## config.mk

```make
export PLATFORM = sky130hd
export DESIGN_NAME = cib_core
export DESIGN_NICKNAME = d
export VERILOG_FILES = /design/src/hw/cib_pkg.sv /design/src/hw/cib_core.sv
export SDC_FILE = /design/constraint.sdc
export NUM_CORES = 1
export LEC_CHECK = 0
export ABC_AREA = 1
export ABC_CLOCK_PERIOD_IN_PS = 57900
export BUFFER_PORTS_ARGS = -buffer_cell sky130_fd_sc_hd__buf_2
export CAP_MARGIN = 10
export CORE_MARGIN = 1.5
export CORE_UTILIZATION = 55
export DETAILED_ROUTE_END_ITERATION = 12
export GPL_TIMING_DRIVEN = 0
export PLACE_DENSITY = 0.71
export SLEW_MARGIN = 0
export SYNTH_ARGS = -nofsm -noshare
export SYNTH_HDL_FRONTEND = slang
export SYNTH_SLANG_ARGS = --single-unit
```

## constraint.sdc

```tcl
create_clock -name clock -period 57.9 [get_ports clock]
set_input_delay 2.895 -clock clock [delete_from_list [all_inputs] [get_ports clock]]
set_output_delay 2.895 -clock clock [all_outputs]
set_load 0.01 [all_outputs]
```

## src/hw/cib_pkg.sv

```systemverilog
// cib_pkg: register map, command layout, flags and timing for the instruction behaviour core
// assumes a 40 MHz system clock and a 32-bit apb master using byte addresses
`default_nettype none
package cib_pkg;
	localparam int          ADDR_W       = 8;
	// apb byte offsets, one aligned word each
	localparam logic [7:0]  OFS_CMD      = 8'h00;
	localparam logic [7:0]  OFS_OPA      = 8'h04;
	localparam logic [7:0]  OFS_OPB      = 8'h08;
	localparam logic [7:0]  OFS_RES      = 8'h0C;
	localparam logic [7:0]  OFS_FLAGS    = 8'h10;
	localparam logic [7:0]  OFS_PC       = 8'h14;
	localparam logic [7:0]  OFS_PTR      = 8'h18;
	localparam logic [7:0]  OFS_SSP      = 8'h1C;
	localparam logic [7:0]  OFS_USP      = 8'h20;
	localparam logic [7:0]  OFS_CTRL     = 8'h24;
	localparam logic [7:0]  OFS_IDX      = 8'h28;
	// the flag byte is register 231 of the register file
	localparam logic [7:0]  FLAG_REG_NUM = 8'hE7;
	// control register fields
	localparam int          CTRL_IE      = 0;
	localparam int          CTRL_WAIT    = 1;
	localparam int          CTRL_HALT    = 2;
	localparam int          CTRL_DMA     = 3;
	// reset values
	localparam logic [7:0]  RST_FLAGS    = 8'h00;
	localparam logic [15:0] RST_PC       = 16'h0000;
	localparam logic [15:0] RST_SP       = 16'h00FF;
	localparam logic [7:0]  RST_PTR      = 8'h00;
	// pointer and stack steps
	localparam logic [15:0] STEP_BYTE    = 16'h0001;
	localparam logic [15:0] STEP_WORD    = 16'h0002;
	// dma service slot while waiting, least time rounded up to cycles
	localparam int          CLK_MHZ      = 40;
	localparam int          DMA_SVC_NS   = 200;
	localparam int          DMA_SVC_CYC  = (DMA_SVC_NS * CLK_MHZ + 999) / 1000;
	localparam int          CNT_W        = 4;

	typedef enum logic [5:0] {
		OP_NOP, OP_WAIT_INT, OP_HALT, OP_CJF_INC, OP_CJT_INC, OP_BTB_F, OP_BTB_T,
		OP_DEC_BNZ, OP_PDEC_BNZ, OP_REL_BR, OP_WP_LONG, OP_WP_LOW, OP_WP_HIGH,
		OP_PUSH_S, OP_EA_PUSH_S, OP_PULL_S, OP_PUSH_U, OP_EA_PUSH_U, OP_PULL_U,
		OP_DIVIDE, OP_DIV_STEP, OP_ASR, OP_CROT_R, OP_CROT_L, OP_ASL, OP_IRQ_EXIT,
		OP_C_SET, OP_C_CLR, OP_C_INV, OP_PROD8, OP_INVERT, OP_PSPACE, OP_DSPACE
	} cib_op_e;

	typedef enum logic [3:0] {
		CC_F, CC_T, CC_C, CC_NC, CC_Z, CC_NZ, CC_PL, CC_MI,
		CC_OV, CC_NOV, CC_GE, CC_LT, CC_GT, CC_LE, CC_UGT, CC_ULE
	} cib_cond_e;

	typedef enum {ST_RUN, ST_WAIT, ST_DMA, ST_HALT} cib_state_e;

	// command word: disp [23:16], sel [11:8], wide [7], op [5:0]
	typedef struct packed {
		logic [7:0] disp;
		logic [3:0] rsvA;
		logic [3:0] sel;
		logic       wide;
		logic       rsvB;
		cib_op_e    op;
	} cib_cmd_s;

	// flag byte: c z s v d h user pd, msb first
	typedef struct packed {
		logic c;
		logic z;
		logic s;
		logic v;
		logic d;
		logic h;
		logic user;
		logic pd;
	} cib_flags_s;
endpackage
`default_nettype wire

```

## src/hw/cib_core.sv

```systemverilog
// cib_core: executes one decoded instruction per command write and keeps flags, pointers and stacks
// assumes an apb master on the same clock; irqReq and dmaReq are asynchronous pins
//
// What this block does
// RULE1: wait op idles until enabled interrupt
// RULE2: dma request while waiting serviced, then waits
// RULE3: halt op stops until reset only
// RULE4: compare, branch if false, else post-increment
// RULE5: compare, branch if true, else post-increment
// RULE6: bit test branches on clear or set
// RULE7: byte decrement, branch if nonzero
// RULE8: word pair decrement, branch if nonzero
// RULE9: relative branch only when condition true
// RULE10: long pointer maps sixteen working registers
// RULE11: low pointer places lower eight registers
// RULE12: high pointer places upper eight registers
// RULE13: system stack byte, word, address pushes
// RULE14: user stack pushes use own pointer
// RULE15: system stack pulls keep flags
// RULE16: user stack pulls keep flags
// RULE17: divide sets carry and decimal; stepped divide
// RULE18: right shift clears decimal, updates others
// RULE19: right rotate through carry flag effects
// RULE20: left rotate through carry flag effects
// RULE21: left shift updates carry, zero, sign
// RULE22: interrupt exit restores flags; carry ops
// RULE23: product clears decimal; invert clears overflow
// RULE24: flags live in register 231
// RULE25: bit 0 selects space, mirrored on pin
// RULE26: conditions use carry, zero, sign, overflow
//
// Implementation choices: register access over APB and the address map.
`default_nettype none
module cib_core
(
	input  wire logic                        clock,
	input  wire logic                        sys_rst,
	input  wire logic                        psel,
	input  wire logic                        penable,
	input  wire logic                        pwrite,
	input  wire logic [cib_pkg::ADDR_W-1:0]  paddr,
	input  wire logic [31:0]                 pwdata,
	output logic      [31:0]                 prdata,
	output logic                             pready,
	output logic                             pslverr,
	input  wire logic                        irqReq,
	input  wire logic                        dmaReq,
	output logic                             pdSelect,
	output logic                             coreWaiting,
	output logic                             coreHalted,
	output logic                             dmaBusy
);
	import cib_pkg::*;

	logic [1:0]       irqSync_q;
	logic [1:0]       dmaSync_q;
	logic [15:0]      opA_q;
	logic [15:0]      opB_q;
	logic [15:0]      res_q;
	logic [15:0]      res_d;
	cib_flags_s       flags_q;
	cib_flags_s       flags_d;
	logic [15:0]      pc_q;
	logic [15:0]      pc_d;
	logic [15:0]      ssp_q;
	logic [15:0]      ssp_d;
	logic [15:0]      usp_q;
	logic [15:0]      usp_d;
	logic [15:0]      idx_q;
	logic [15:0]      idx_d;
	logic [7:0]       rp0_q;
	logic [7:0]       rp0_d;
	logic [7:0]       rp1_q;
	logic [7:0]       rp1_d;
	logic             ie_q;
	cib_state_e       state_q;
	cib_state_e       state_d;
	logic [CNT_W-1:0] dmaCnt_q;
	logic             waiting_q;
	logic             halted_q;
	logic             dmaBusy_q;
	logic [31:0]      rdData_q;
	logic             ready_q;
	logic             err_q;
	logic             taken;
	logic             goWait;
	logic             goHalt;

	// pins cross in two stages; the first stage feeds nothing else
	always_ff @(posedge clock or posedge sys_rst)
	begin
		if (sys_rst)
		begin
			irqSync_q <= 2'h0;
			dmaSync_q <= 2'h0;
		end
		else
		begin
			irqSync_q <= {irqSync_q[0], irqReq};
			dmaSync_q <= {dmaSync_q[0], dmaReq};
		end
	end
	wire irqSeen = irqSync_q[1];
	wire dmaSeen = dmaSync_q[1];

	// apb decode; one wait state so read data comes from a flop
	wire apbAccess = psel & penable;
	wire apbFirst  = apbAccess & ~ready_q;
	wire wrDone    = apbAccess & ready_q & pwrite;
	wire hitCmd    = paddr == OFS_CMD;
	wire hitOpa    = paddr == OFS_OPA;
	wire hitOpb    = paddr == OFS_OPB;
	wire hitRes    = paddr == OFS_RES;
	wire hitFlags  = paddr == OFS_FLAGS;
	wire hitPc     = paddr == OFS_PC;
	wire hitPtr    = paddr == OFS_PTR;
	wire hitSsp    = paddr == OFS_SSP;
	wire hitUsp    = paddr == OFS_USP;
	wire hitCtrl   = paddr == OFS_CTRL;
	wire hitIdx    = paddr == OFS_IDX;
	wire hitAny    = hitCmd | hitOpa | hitOpb | hitRes | hitFlags | hitPc | hitPtr | hitSsp | hitUsp | hitCtrl | hitIdx;
	// a command offered while not running is refused with an error, never queued
	wire refuse    = ~hitAny | (hitCmd & pwrite & (state_q != ST_RUN)); // [RULE1] [RULE3]
	wire exeGo     = wrDone & hitCmd & ~err_q;
	wire [31:0] ctrlWord = {28'h0000000, dmaBusy_q, halted_q, waiting_q, ie_q};
	wire [31:0] rdMux =
		hitOpa   ? {16'h0000, opA_q} :
		hitOpb   ? {16'h0000, opB_q} :
		hitRes   ? {16'h0000, res_q} :
		hitFlags ? {16'h0000, FLAG_REG_NUM, flags_q} : // [RULE24]
		hitPc    ? {16'h0000, pc_q} :
		hitPtr   ? {16'h0000, rp1_q, rp0_q} :
		hitSsp   ? {16'h0000, ssp_q} :
		hitUsp   ? {16'h0000, usp_q} :
		hitCtrl  ? ctrlWord :
		hitIdx   ? {16'h0000, idx_q} : 32'h00000000;

	always_ff @(posedge clock or posedge sys_rst)
	begin
		if (sys_rst)
		begin
			ready_q  <= 1'b0;
			err_q    <= 1'b0;
			rdData_q <= 32'h00000000;
		end
		else
		begin
			ready_q <= apbFirst;
			if (apbFirst)
			begin
				err_q    <= refuse;
				rdData_q <= pwrite ? 32'h00000000 : rdMux;
			end
		end
	end

	// operand latches and interrupt enable, written by software only
	always_ff @(posedge clock or posedge sys_rst)
	begin
		if (sys_rst)
		begin
			opA_q <= 16'h0000;
			opB_q <= 16'h0000;
			ie_q  <= 1'b0;
		end
		else
		begin
			if (wrDone & hitOpa)
				opA_q <= pwdata[15:0];
			if (wrDone & hitOpb)
				opB_q <= pwdata[15:0];
			if (wrDone & hitCtrl)
				ie_q <= pwdata[CTRL_IE];
		end
	end

	// command fields and shared arithmetic
	cib_cmd_s cmdIn;
	assign cmdIn = cib_cmd_s'(pwdata[23:0]);
	wire        wd       = cmdIn.wide;
	wire        aSign    = wd ? opA_q[15] : opA_q[7];
	wire        opEqual  = wd ? (opA_q == opB_q) : (opA_q[7:0] == opB_q[7:0]);
	wire        bitSel   = wd ? opA_q[cmdIn.sel] : opA_q[{1'b0, cmdIn.sel[2:0]}];
	wire [15:0] stepSz   = wd ? STEP_WORD : STEP_BYTE;
	wire [15:0] brTarget = pc_q + {{8{cmdIn.disp[7]}}, cmdIn.disp};
	wire [15:0] prod     = opA_q[7:0] * opB_q[7:0];
	wire        divZero  = opB_q[7:0] == 8'h00;
	// a zero divisor gives all ones rather than an unknown quotient
	wire [15:0] quo      = divZero ? 16'hFFFF : opA_q / {8'h00, opB_q[7:0]};
	wire [15:0] rem      = divZero ? opA_q : opA_q % {8'h00, opB_q[7:0]};
	wire [16:0] stepRem  = {opA_q, flags_q.c};
	wire        stepFit  = stepRem >= {1'b0, opB_q};
	wire [16:0] stepSub  = stepRem - {1'b0, opB_q};

	function automatic logic isZero(input logic [15:0] v, input logic w);
		isZero = w ? (v == 16'h0000) : (v[7:0] == 8'h00);
	endfunction

	function automatic logic signOf(input logic [15:0] v, input logic w);
		signOf = w ? v[15] : v[7];
	endfunction

	// conditions look only at c, z, s and v
	function automatic logic condMet(input logic [3:0] cc, input cib_flags_s f);
		logic lt;
		lt = f.s ^ f.v;
		case (cib_cond_e'(cc))
			CC_F:    condMet = 1'b0;
			CC_T:    condMet = 1'b1;
			CC_C:    condMet = f.c;
			CC_NC:   condMet = ~f.c;
			CC_Z:    condMet = f.z;
			CC_NZ:   condMet = ~f.z;
			CC_PL:   condMet = ~f.s;
			CC_MI:   condMet = f.s;
			CC_OV:   condMet = f.v;
			CC_NOV:  condMet = ~f.v;
			CC_GE:   condMet = ~lt;
			CC_LT:   condMet = lt;
			CC_GT:   condMet = ~(f.z | lt);
			CC_LE:   condMet = f.z | lt;
			CC_UGT:  condMet = ~f.c & ~f.z;
			CC_ULE:  condMet = f.c | f.z;
			default: condMet = 1'b0;
		endcase
	endfunction

	// execution: undefined flags are simply left as they were
	always_comb
	begin
		res_d   = res_q;
		flags_d = flags_q;
		ssp_d   = ssp_q;
		usp_d   = usp_q;
		idx_d   = idx_q;
		rp0_d   = rp0_q;
		rp1_d   = rp1_q;
		pc_d    = pc_q + STEP_BYTE;
		taken   = 1'b0;
		goWait  = 1'b0;
		goHalt  = 1'b0;
		case (cmdIn.op)
			OP_WAIT_INT: goWait = 1'b1; // [RULE1]
			OP_HALT:     goHalt = 1'b1; // [RULE3]
			OP_CJF_INC:
			begin
				taken = ~opEqual; // [RULE4]
				if (opEqual)
					idx_d = idx_q + stepSz;
			end
			OP_CJT_INC:
			begin
				taken = opEqual; // [RULE5]
				if (!opEqual)
					idx_d = idx_q + stepSz;
			end
			OP_BTB_F: taken = ~bitSel; // [RULE6]
			OP_BTB_T: taken = bitSel; // [RULE6]
			OP_DEC_BNZ:
			begin
				res_d = {8'h00, opA_q[7:0] - 8'h01}; // [RULE7]
				taken = opA_q[7:0] != 8'h01;
			end
			OP_PDEC_BNZ:
			begin
				res_d = opA_q - STEP_BYTE; // [RULE8]
				taken = opA_q != STEP_BYTE;
			end
			OP_REL_BR:  taken = condMet(cmdIn.sel, flags_q); // [RULE9] [RULE26]
			OP_WP_LONG:
			begin
				rp0_d = {opB_q[7:4], 4'h0}; // [RULE10]
				rp1_d = {opB_q[7:4], 4'h8};
			end
			OP_WP_LOW:  rp0_d = {opB_q[7:3], 3'h0}; // [RULE11]
			OP_WP_HIGH: rp1_d = {opB_q[7:3], 3'h0}; // [RULE12]
			OP_PUSH_S:
			begin
				res_d = wd ? opA_q : {8'h00, opA_q[7:0]}; // [RULE13]
				ssp_d = ssp_q - stepSz;
			end
			OP_EA_PUSH_S:
			begin
				res_d = opA_q + opB_q; // [RULE13]
				ssp_d = ssp_q - STEP_WORD;
			end
			OP_PULL_S:
			begin
				res_d = wd ? opB_q : {8'h00, opB_q[7:0]}; // [RULE15]
				ssp_d = ssp_q + stepSz;
			end
			OP_PUSH_U:
			begin
				res_d = wd ? opA_q : {8'h00, opA_q[7:0]}; // [RULE14]
				usp_d = usp_q - stepSz;
			end
			OP_EA_PUSH_U:
			begin
				res_d = opA_q + opB_q; // [RULE14]
				usp_d = usp_q - STEP_WORD;
			end
			OP_PULL_U:
			begin
				res_d = wd ? opB_q : {8'h00, opB_q[7:0]}; // [RULE16]
				usp_d = usp_q + stepSz;
			end
			OP_DIVIDE:
			begin
				res_d     = {rem[7:0], quo[7:0]}; // [RULE17]
				flags_d.c = 1'b1;
				flags_d.d = 1'b1;
				flags_d.z = quo[7:0] == 8'h00;
				flags_d.s = quo[7];
			end
			OP_DIV_STEP:
			begin
				// one restoring step: the dividend bit enters through carry, the quotient bit leaves in it
				res_d     = stepFit ? stepSub[15:0] : stepRem[15:0]; // [RULE17]
				flags_d.c = stepFit;
			end
			OP_ASR:
			begin
				res_d     = wd ? {opA_q[15], opA_q[15:1]} : {8'h00, opA_q[7], opA_q[7:1]}; // [RULE18]
				flags_d.c = opA_q[0];
				flags_d.z = isZero(res_d, wd);
				flags_d.s = aSign;
				flags_d.v = 1'b0;
				flags_d.d = 1'b0;
				flags_d.h = 1'b0;
			end
			OP_CROT_R:
			begin
				res_d     = wd ? {flags_q.c, opA_q[15:1]} : {8'h00, flags_q.c, opA_q[7:1]}; // [RULE19]
				flags_d.c = opA_q[0];
				flags_d.z = isZero(res_d, wd);
				flags_d.s = signOf(res_d, wd);
				flags_d.v = signOf(res_d, wd) ^ aSign;
			end
			OP_CROT_L:
			begin
				res_d     = wd ? {opA_q[14:0], flags_q.c} : {8'h00, opA_q[6:0], flags_q.c}; // [RULE20]
				flags_d.c = aSign;
				flags_d.z = isZero(res_d, wd);
				flags_d.s = signOf(res_d, wd);
				flags_d.v = signOf(res_d, wd) ^ aSign;
			end
			OP_ASL:
			begin
				res_d     = wd ? {opA_q[14:0], 1'b0} : {8'h00, opA_q[6:0], 1'b0}; // [RULE21]
				flags_d.c = aSign;
				flags_d.z = isZero(res_d, wd);
				flags_d.s = signOf(res_d, wd);
				flags_d.v = signOf(res_d, wd) ^ aSign;
				flags_d.h = wd ? flags_q.h : opA_q[3];
			end
			OP_IRQ_EXIT:
			begin
				flags_d = cib_flags_s'({opA_q[7:2], flags_q.user, flags_q.pd}); // [RULE22]
				pc_d    = opB_q;
			end
			OP_C_SET: flags_d.c = 1'b1; // [RULE22]
			OP_C_CLR: flags_d.c = 1'b0; // [RULE22]
			OP_C_INV: flags_d.c = ~flags_q.c; // [RULE22]
			OP_PROD8:
			begin
				res_d     = prod; // [RULE23]
				flags_d.c = prod[15:8] != 8'h00;
				flags_d.z = prod == 16'h0000;
				flags_d.s = prod[15];
				flags_d.v = 1'b0;
				flags_d.d = 1'b0;
			end
			OP_INVERT:
			begin
				res_d     = wd ? ~opA_q : {8'h00, ~opA_q[7:0]}; // [RULE23]
				flags_d.z = isZero(res_d, wd);
				flags_d.s = signOf(res_d, wd);
				flags_d.v = 1'b0;
			end
			OP_PSPACE: flags_d.pd = 1'b1; // [RULE25]
			OP_DSPACE: flags_d.pd = 1'b0; // [RULE25]
			default:   res_d = res_q;
		endcase
		if (taken)
			pc_d = brTarget;
	end

	// software writes and execution never meet: they use different offsets
	cib_flags_s flagsNxt;
	assign flagsNxt = exeGo ? flags_d : (wrDone & hitFlags) ? cib_flags_s'(pwdata[7:0]) : flags_q; // [RULE24]
	wire [15:0] pcNxt  = exeGo ? pc_d : (wrDone & hitPc) ? pwdata[15:0] : pc_q;
	wire [15:0] sspNxt = exeGo ? ssp_d : (wrDone & hitSsp) ? pwdata[15:0] : ssp_q;
	wire [15:0] uspNxt = exeGo ? usp_d : (wrDone & hitUsp) ? pwdata[15:0] : usp_q;
	wire [15:0] idxNxt = exeGo ? idx_d : (wrDone & hitIdx) ? pwdata[15:0] : idx_q;

	always_ff @(posedge clock or posedge sys_rst)
	begin
		if (sys_rst)
		begin
			flags_q <= cib_flags_s'(RST_FLAGS);
			pc_q    <= RST_PC;
			ssp_q   <= RST_SP;
			usp_q   <= RST_SP;
			idx_q   <= 16'h0000;
		end
		else
		begin
			flags_q <= flagsNxt;
			pc_q    <= pcNxt;
			ssp_q   <= sspNxt;
			usp_q   <= uspNxt;
			idx_q   <= idxNxt;
		end
	end

	always_ff @(posedge clock or posedge sys_rst)
	begin
		if (sys_rst)
		begin
			res_q <= 16'h0000;
			rp0_q <= RST_PTR;
			rp1_q <= RST_PTR;
		end
		else if (exeGo)
		begin
			res_q <= res_d;
			rp0_q <= rp0_d;
			rp1_q <= rp1_d;
		end
	end

	// core state: run, wait for interrupt, dma slot inside wait, halt
	always_comb
	begin
		state_d = state_q;
		case (state_q)
			ST_RUN:
				if (exeGo & goHalt)
					state_d = ST_HALT; // [RULE3]
				else if (exeGo & goWait)
					state_d = ST_WAIT; // [RULE1]
			ST_WAIT:
				if (irqSeen & ie_q)
					state_d = ST_RUN; // [RULE1]
				else if (dmaSeen)
					state_d = ST_DMA; // [RULE2]
			ST_DMA:
				if (dmaCnt_q == CNT_W'(1))
					state_d = ST_WAIT; // [RULE2]
			ST_HALT: state_d = ST_HALT; // [RULE3]
			default: state_d = ST_RUN;
		endcase
	end

	always_ff @(posedge clock or posedge sys_rst)
	begin
		if (sys_rst)
		begin
			state_q   <= ST_RUN;
			dmaCnt_q  <= '0;
			waiting_q <= 1'b0;
			halted_q  <= 1'b0;
			dmaBusy_q <= 1'b0;
		end
		else
		begin
			state_q   <= state_d;
			dmaCnt_q  <= (state_q == ST_DMA) ? dmaCnt_q - CNT_W'(1) : CNT_W'(DMA_SVC_CYC);
			waiting_q <= state_d == ST_WAIT;
			halted_q  <= state_d == ST_HALT;
			dmaBusy_q <= state_d == ST_DMA;
		end
	end

	assign prdata      = rdData_q;
	assign pready      = ready_q;
	assign pslverr     = err_q;
	assign pdSelect    = flags_q.pd; // [RULE25]
	assign coreWaiting = waiting_q;
	assign coreHalted  = halted_q;
	assign dmaBusy     = dmaBusy_q;
endmodule
`default_nettype wire

```

=== Word-level counts from Yosys, hierarchy flattened ===
Cells that the tools add are included.
W data, S select, Z words.

* Divide/modulo/power cells: 2
* Reductions and logical operators: 47
* Mux-type cells: 76
* $lt $le $gt $ge: 3
* Equality and inequality tests: 81
* $mul: 1
* Add/sub/neg operators: 14
* Bitwise operators: 51

{| class="wikitable"
|+ Operators by type and width
! operator !! count
|-
| $mux W16 || 31
|-
| $pmux W16 S13 || 1
|-
| $mux W32 || 5
|-
| $pmux W32 S4 || 1
|-
| $eq A32 B2 Y1 const B || 3
|-
| $eq A32 B3 Y1 const B || 3
|-
| $eq A6 B5 Y1 const B || 16
|-
| $logic_not A16 Y1 || 6
|-
| $pmux W16 S3 || 2
|-
| $logic_not A8 Y1 || 8
|-
| $add A16 B2 Y16 || 3
|-
| $eq A6 B4 Y1 const B || 8
|-
| $add A16 B16 Y16 || 2
|-
| $eq A32 B1 Y1 const B || 1
|-
| $eq A4 B4 Y1 const B || 8
|-
| $eq A8 B5 Y1 const B || 4
|-
| $logic_not A32 Y1 || 1
|-
| $mux W8 || 4
|-
| $pmux W16 S2 || 1
|-
| $pmux W8 S2 || 2
|-
| $reduce_bool A32 Y1 || 1
|-
| $sub A16 B2 Y16 || 2
|-
| $sub A16 B2 Y16 const B || 2
|-
| $eq A6 B3 Y1 const B || 4
|-
| other kinds (58) || 156
|}

* Word-level logic and storage cells: 303
* Input bits: 47
* Flip-flop bits (word level): 214

=== Depth between registers and ports, before layout ===
* Depth after elaboration: 13
* Gate-level depth with buffers: 219
* Mapped depth without buffers: 210

=== Worst setup path after synthesis ===
OpenSTA, ideal clock, no wires.

* Path kind: reg-to-reg
* From: register opB_q[0]
* To: register res_q[14]
* Library setup time: 0.117 ns
* Stages on the path, launching flop included: 206
* Arrival: 26.076 ns
* Data required time: 57.783 ns
* Slack: 31.707 ns
* Buffers on the path: 10
* Cell sequence: dfrtp_1 -> clkbuf_1 -> inv_1 -> ha_1 -> o21ai_0 -> o21bai_1 -> nand2_1 -> inv_1 -> ha_1 -> o21ai_0 -> nand2_1 -> nand2_1 -> nand2_1 -> nand2_1 -> ha_1 -> nand2_1 -> nand3b_1 -> nand2_1 -> (+170 left out) -> o21a_1 -> inv_1 -> ha_1 -> a21oi_1 -> o21ai_0 -> a21oi_1 -> o21ai_0 -> o21ai_0 -> nand2_1 -> a21oi_1 -> nand2_2 -> buf_6 -> nand3_2 -> nand3_1 -> nand2_1 -> nand2_1 -> nand2_1 -> nand2_1

* Cells in the longest elaborated chain, start to end: 3

{| class="wikitable"
|+ Ends and longest elaborated chain
! item !! RTL line !! source
|-
| from (decl) || cib_core.sv:58 || <nowiki>logic [15:0] opB_q;</nowiki>
|-
| from (signal assigned) || cib_core.sv:171 || <nowiki>opB_q <= pwdata[15:0];</nowiki>
|-
| $mod A16 B8 Y16 (tied with other cells) || cib_core.sv:190 || <nowiki>wire [15:0] rem = divZero ? opA_q : opA_q % {8'h00, opB_q[7:0]};</nowiki>
|-
| $mux W8 / $mux W16 (equally long branches) || cib_core.sv:190, cib_core.sv:318 ||
|-
| $pmux W16 S13 (*) || cib_core.sv:242 || <nowiki>case (cmdIn.op)</nowiki>
|-
| to (signal assigned) || cib_core.sv:426 || <nowiki>res_q <= res_d;</nowiki>
|-
| to (decl) || cib_core.sv:59 || <nowiki>logic [15:0] res_q;</nowiki>
|}

Every way passes the cells marked *; elsewhere a longest branch is shown, timed or not.
A chain may end at the register's enable or synchronous reset.

=== Final worst setup path ===
* From: register opB_q[0]
* To: register res_q[11]

The elaborated chain is that of the path after synthesis.

==> results by group <==
Outcome
  • Outcome: completed

Cells and area
  • Cell Count, Final, Fillers Out: 4,176
  • Post-layout net count: 3,943
  • Register area: 0.00482 mm²
  • Area grow syn2layout: 7.70%
  • Layout cells sized above 1: 0.0597
  • Multi-input gate area: 0.0162 mm²
  • Number of fill cells in the layout: 4,040

Synthesis
  • Yosys top cell by area: dfrtp_1
  • Post-synth cell types: 67
  • Yosys reg bits: 192
  • EDFF count, synth: 0
  • Top cells by area, synth: dfrtp_1 (19%), ha_1 (12%), nand2_1 (12%)
  • Sequential area share after synthesis: 0.205
  • Share of the synthesized area in the top cell type: 0.187
  • Count leader, synth: nand2_1
  • Synth cell count leaders: nand2_1 (721), inv_1 (507), nor2_1 (322)
  • Prevailing post-synth register cell: dfrtp_1
  • Post-Syn Instances: 3,493
  • Ys Warns: 0
  • Syn_area_per_cell: 6.73 µm²
  • Synth async-reset ratio: 1.00
  • Mapped Area: 0.0235 mm²

Die
  • Die Height: 210 µm
  • Placement Rows: 75
  • Overall die width: 210 µm
  • Die area: 0.0440 mm²
  • Initial core utilization: 0.559
  • Core area: 0.0420 mm²
  • # IOs: 85

Place
  • Dpl ws: 26,610 ps
  • Buffers on Ports: 59
  • Gpl congestion: 1.06
  • DP Cell Count: 4,140
  • Detailed placer's ending HPWL: 74,000 µm

GRT
  • Largest net degree at the start of global routing: 123
  • GRT Overall Usage: 0.425
  • Initial antenna violation count: 0
  • GR Overflow Total: 0
  • Vias in the first global route: 25,055
  • Global-route wire length before repair: 142,000 µm

Timing
  • Slew of the pin with the lowest slew margin: 1430 ps
  • Final setup viols: 0
  • Worst rel slew slack: 0.0357
  • Hold Vio Cnt, Final: 0
  • Fin. max-slew vios: 0
  • Fin crit share: 0.550
  • FMAX: 31.4 MHz
  • Clock Skew: 14.9 ps
  • Final Critical Period: 31,870 ps
  • Final setup margin: 26,030 ps
  • Unrepaired setup endpoints after global routing: no
  • Setup TNS: 0 ps

Worst setup path
  • Slowest cell on crit path: dfrtp_1
  • CP Max Fanout: 18
  • R2r setup slk: 26,030 ps
  • WP data arrival: 32,240 ps
  • Setup crit end kind: flip-flop
  • Worst EP required: 58,260 ps
  • Crit Path Class: reg -> reg
  • Slowest stage delay, CP: 570 ps
  • Worst setup SP type: flip-flop
  • Most frequent cell on the critical path: nand2_1

Detailed routing
  • Pre-antenna DRT Iters: 7
  • DR WL met2: 42,000 µm
  • Top sig layer: met5
  • DR vias: 25,951
  • Initial DRC count: 3,125
  • DRC viols: 0
  • Via density: 6.21
  • Met3 Routed Length: 9560 µm
  • Wirelength per Cell: 22.5 µm
  • WL met1: 35,000 µm
  • Total Routed Length: 93,800 µm
  • ANT nets after route: 0

Clocking
  • Post-CTS Resized: 0
  • Clock Sink Count: 192
  • H-Tree Depth: 4
  • CTS root buffer: clkbuf_16
  • CTS Buf Count: 17
  • CTS tree: built
  • Setup bufs post-CTS: 0
  • Worst-path clk slew: 90 ps
  • Max clock buf depth: 2
  • Post-CTS Hold Fix Bufs: 0
  • Skew-Pair Late Insertion Delay: 460 ps

Flow run
  • Maximum Capacitance Violations: 0

Worst hold path
  • Worst min path class: reg -> reg
## flip-flops by register name (all words and copies together) (netlist names), 2 cells and up
| name | cells |
|---|---|
| state_q | 32 |
| prdata | 16 |
| idx_q | 16 |
| ssp_q | 16 |
| dmaSync_q | 2 |
| pc_q | 16 |
| opB_q | 16 |
| flags_q | 6 |
| rp1_q | 5 |
| res_q | 16 |
| dmaCnt_q | 4 |
| irqSync_q | 2 |
| usp_q | 16 |
| opA_q | 16 |
| rp0_q | 5 |
## layout by cell type (no fill, tap or decap), drive strengths merged, types with 56 or more instances in the layout
cell type	instances
nand2	738
inv	526
nor2	336
o21ai	275
ha	232
a21oi	189
nand3	187
dfrtp	176
xor2	118
clkbuf	117
buf	97
a31oi	71
nor3	56
## area by class of cell
cell class / instances / area share
Antenna cell: 3 / 0.000297
Buffer: 133 / 0.0243
Clock buffer: 17 / 0.0168
Clock inverter: 15 / 0.00643
Inverter: 533 / 0.0794
Multi-Input combinational cell: 2680 / 0.642
Sequential cell: 192 / 0.191
Tap cell: 539 / 0.0266
Timing Repair Buffer: 64 / 0.0137
## worst paths after layout
kind	start	cells past startpoint	endpoint
setup / recovery	opB_q[0]	205	res_q[11]
hold / removal	irqSync_q[0]	0	irqSync_q[1]
setup reg to reg	opB_q[0]	205	res_q[11]
hold reg to reg	irqSync_q[0]	0	irqSync_q[1]
max in group asynchronous	sys_rst	3	rp0_q[4]
min in group asynchronous	sys_rst	2	opB_q[9]
## worst max-delay path, delay by kind of cell, from the launching register on
family          cells  cell delay (ps)
flops               1              570
buf+inv            37             5500
simple gates      101            11020
fa+ha+maj          16             5230
compound gates     51             9400
## logic make-up after synthesis
| group | after synthesis | share of synthesized area |
|---|---|---|
| compound gates | 804 | 0.208 |
| flops | 192 | 0.205 |
| other cells | 1 | 0.000160 |
| simple gates | 1397 | 0.256 |
| fa+ha+maj | 275 | 0.160 |
| buf+inv | 666 | 0.111 |
| xor+xnor | 158 | 0.0589 |
## per-layer routing
layer  vias to the layer above  global-route usage
li1                      11916                   -
met1                     12189               0.517
met2                      1469               0.685
met3                       375              0.0827
met4                         2               0.285
met5                         -              0.0145
## metrics by stage
stage,area (µm²),hold WS [ps],utilization
after floorplan,23700,331,-
after global placement,24600,339,0.586
after detailed placement,24700,342,0.588
after CTS,25300,359,0.602
after global routing,25300,366,0.602
final,25300,359,0.602
Power is left out: the tool's default activity adds up to more than one toggle a clock period on the data nets, which glitch-free logic cannot reach.
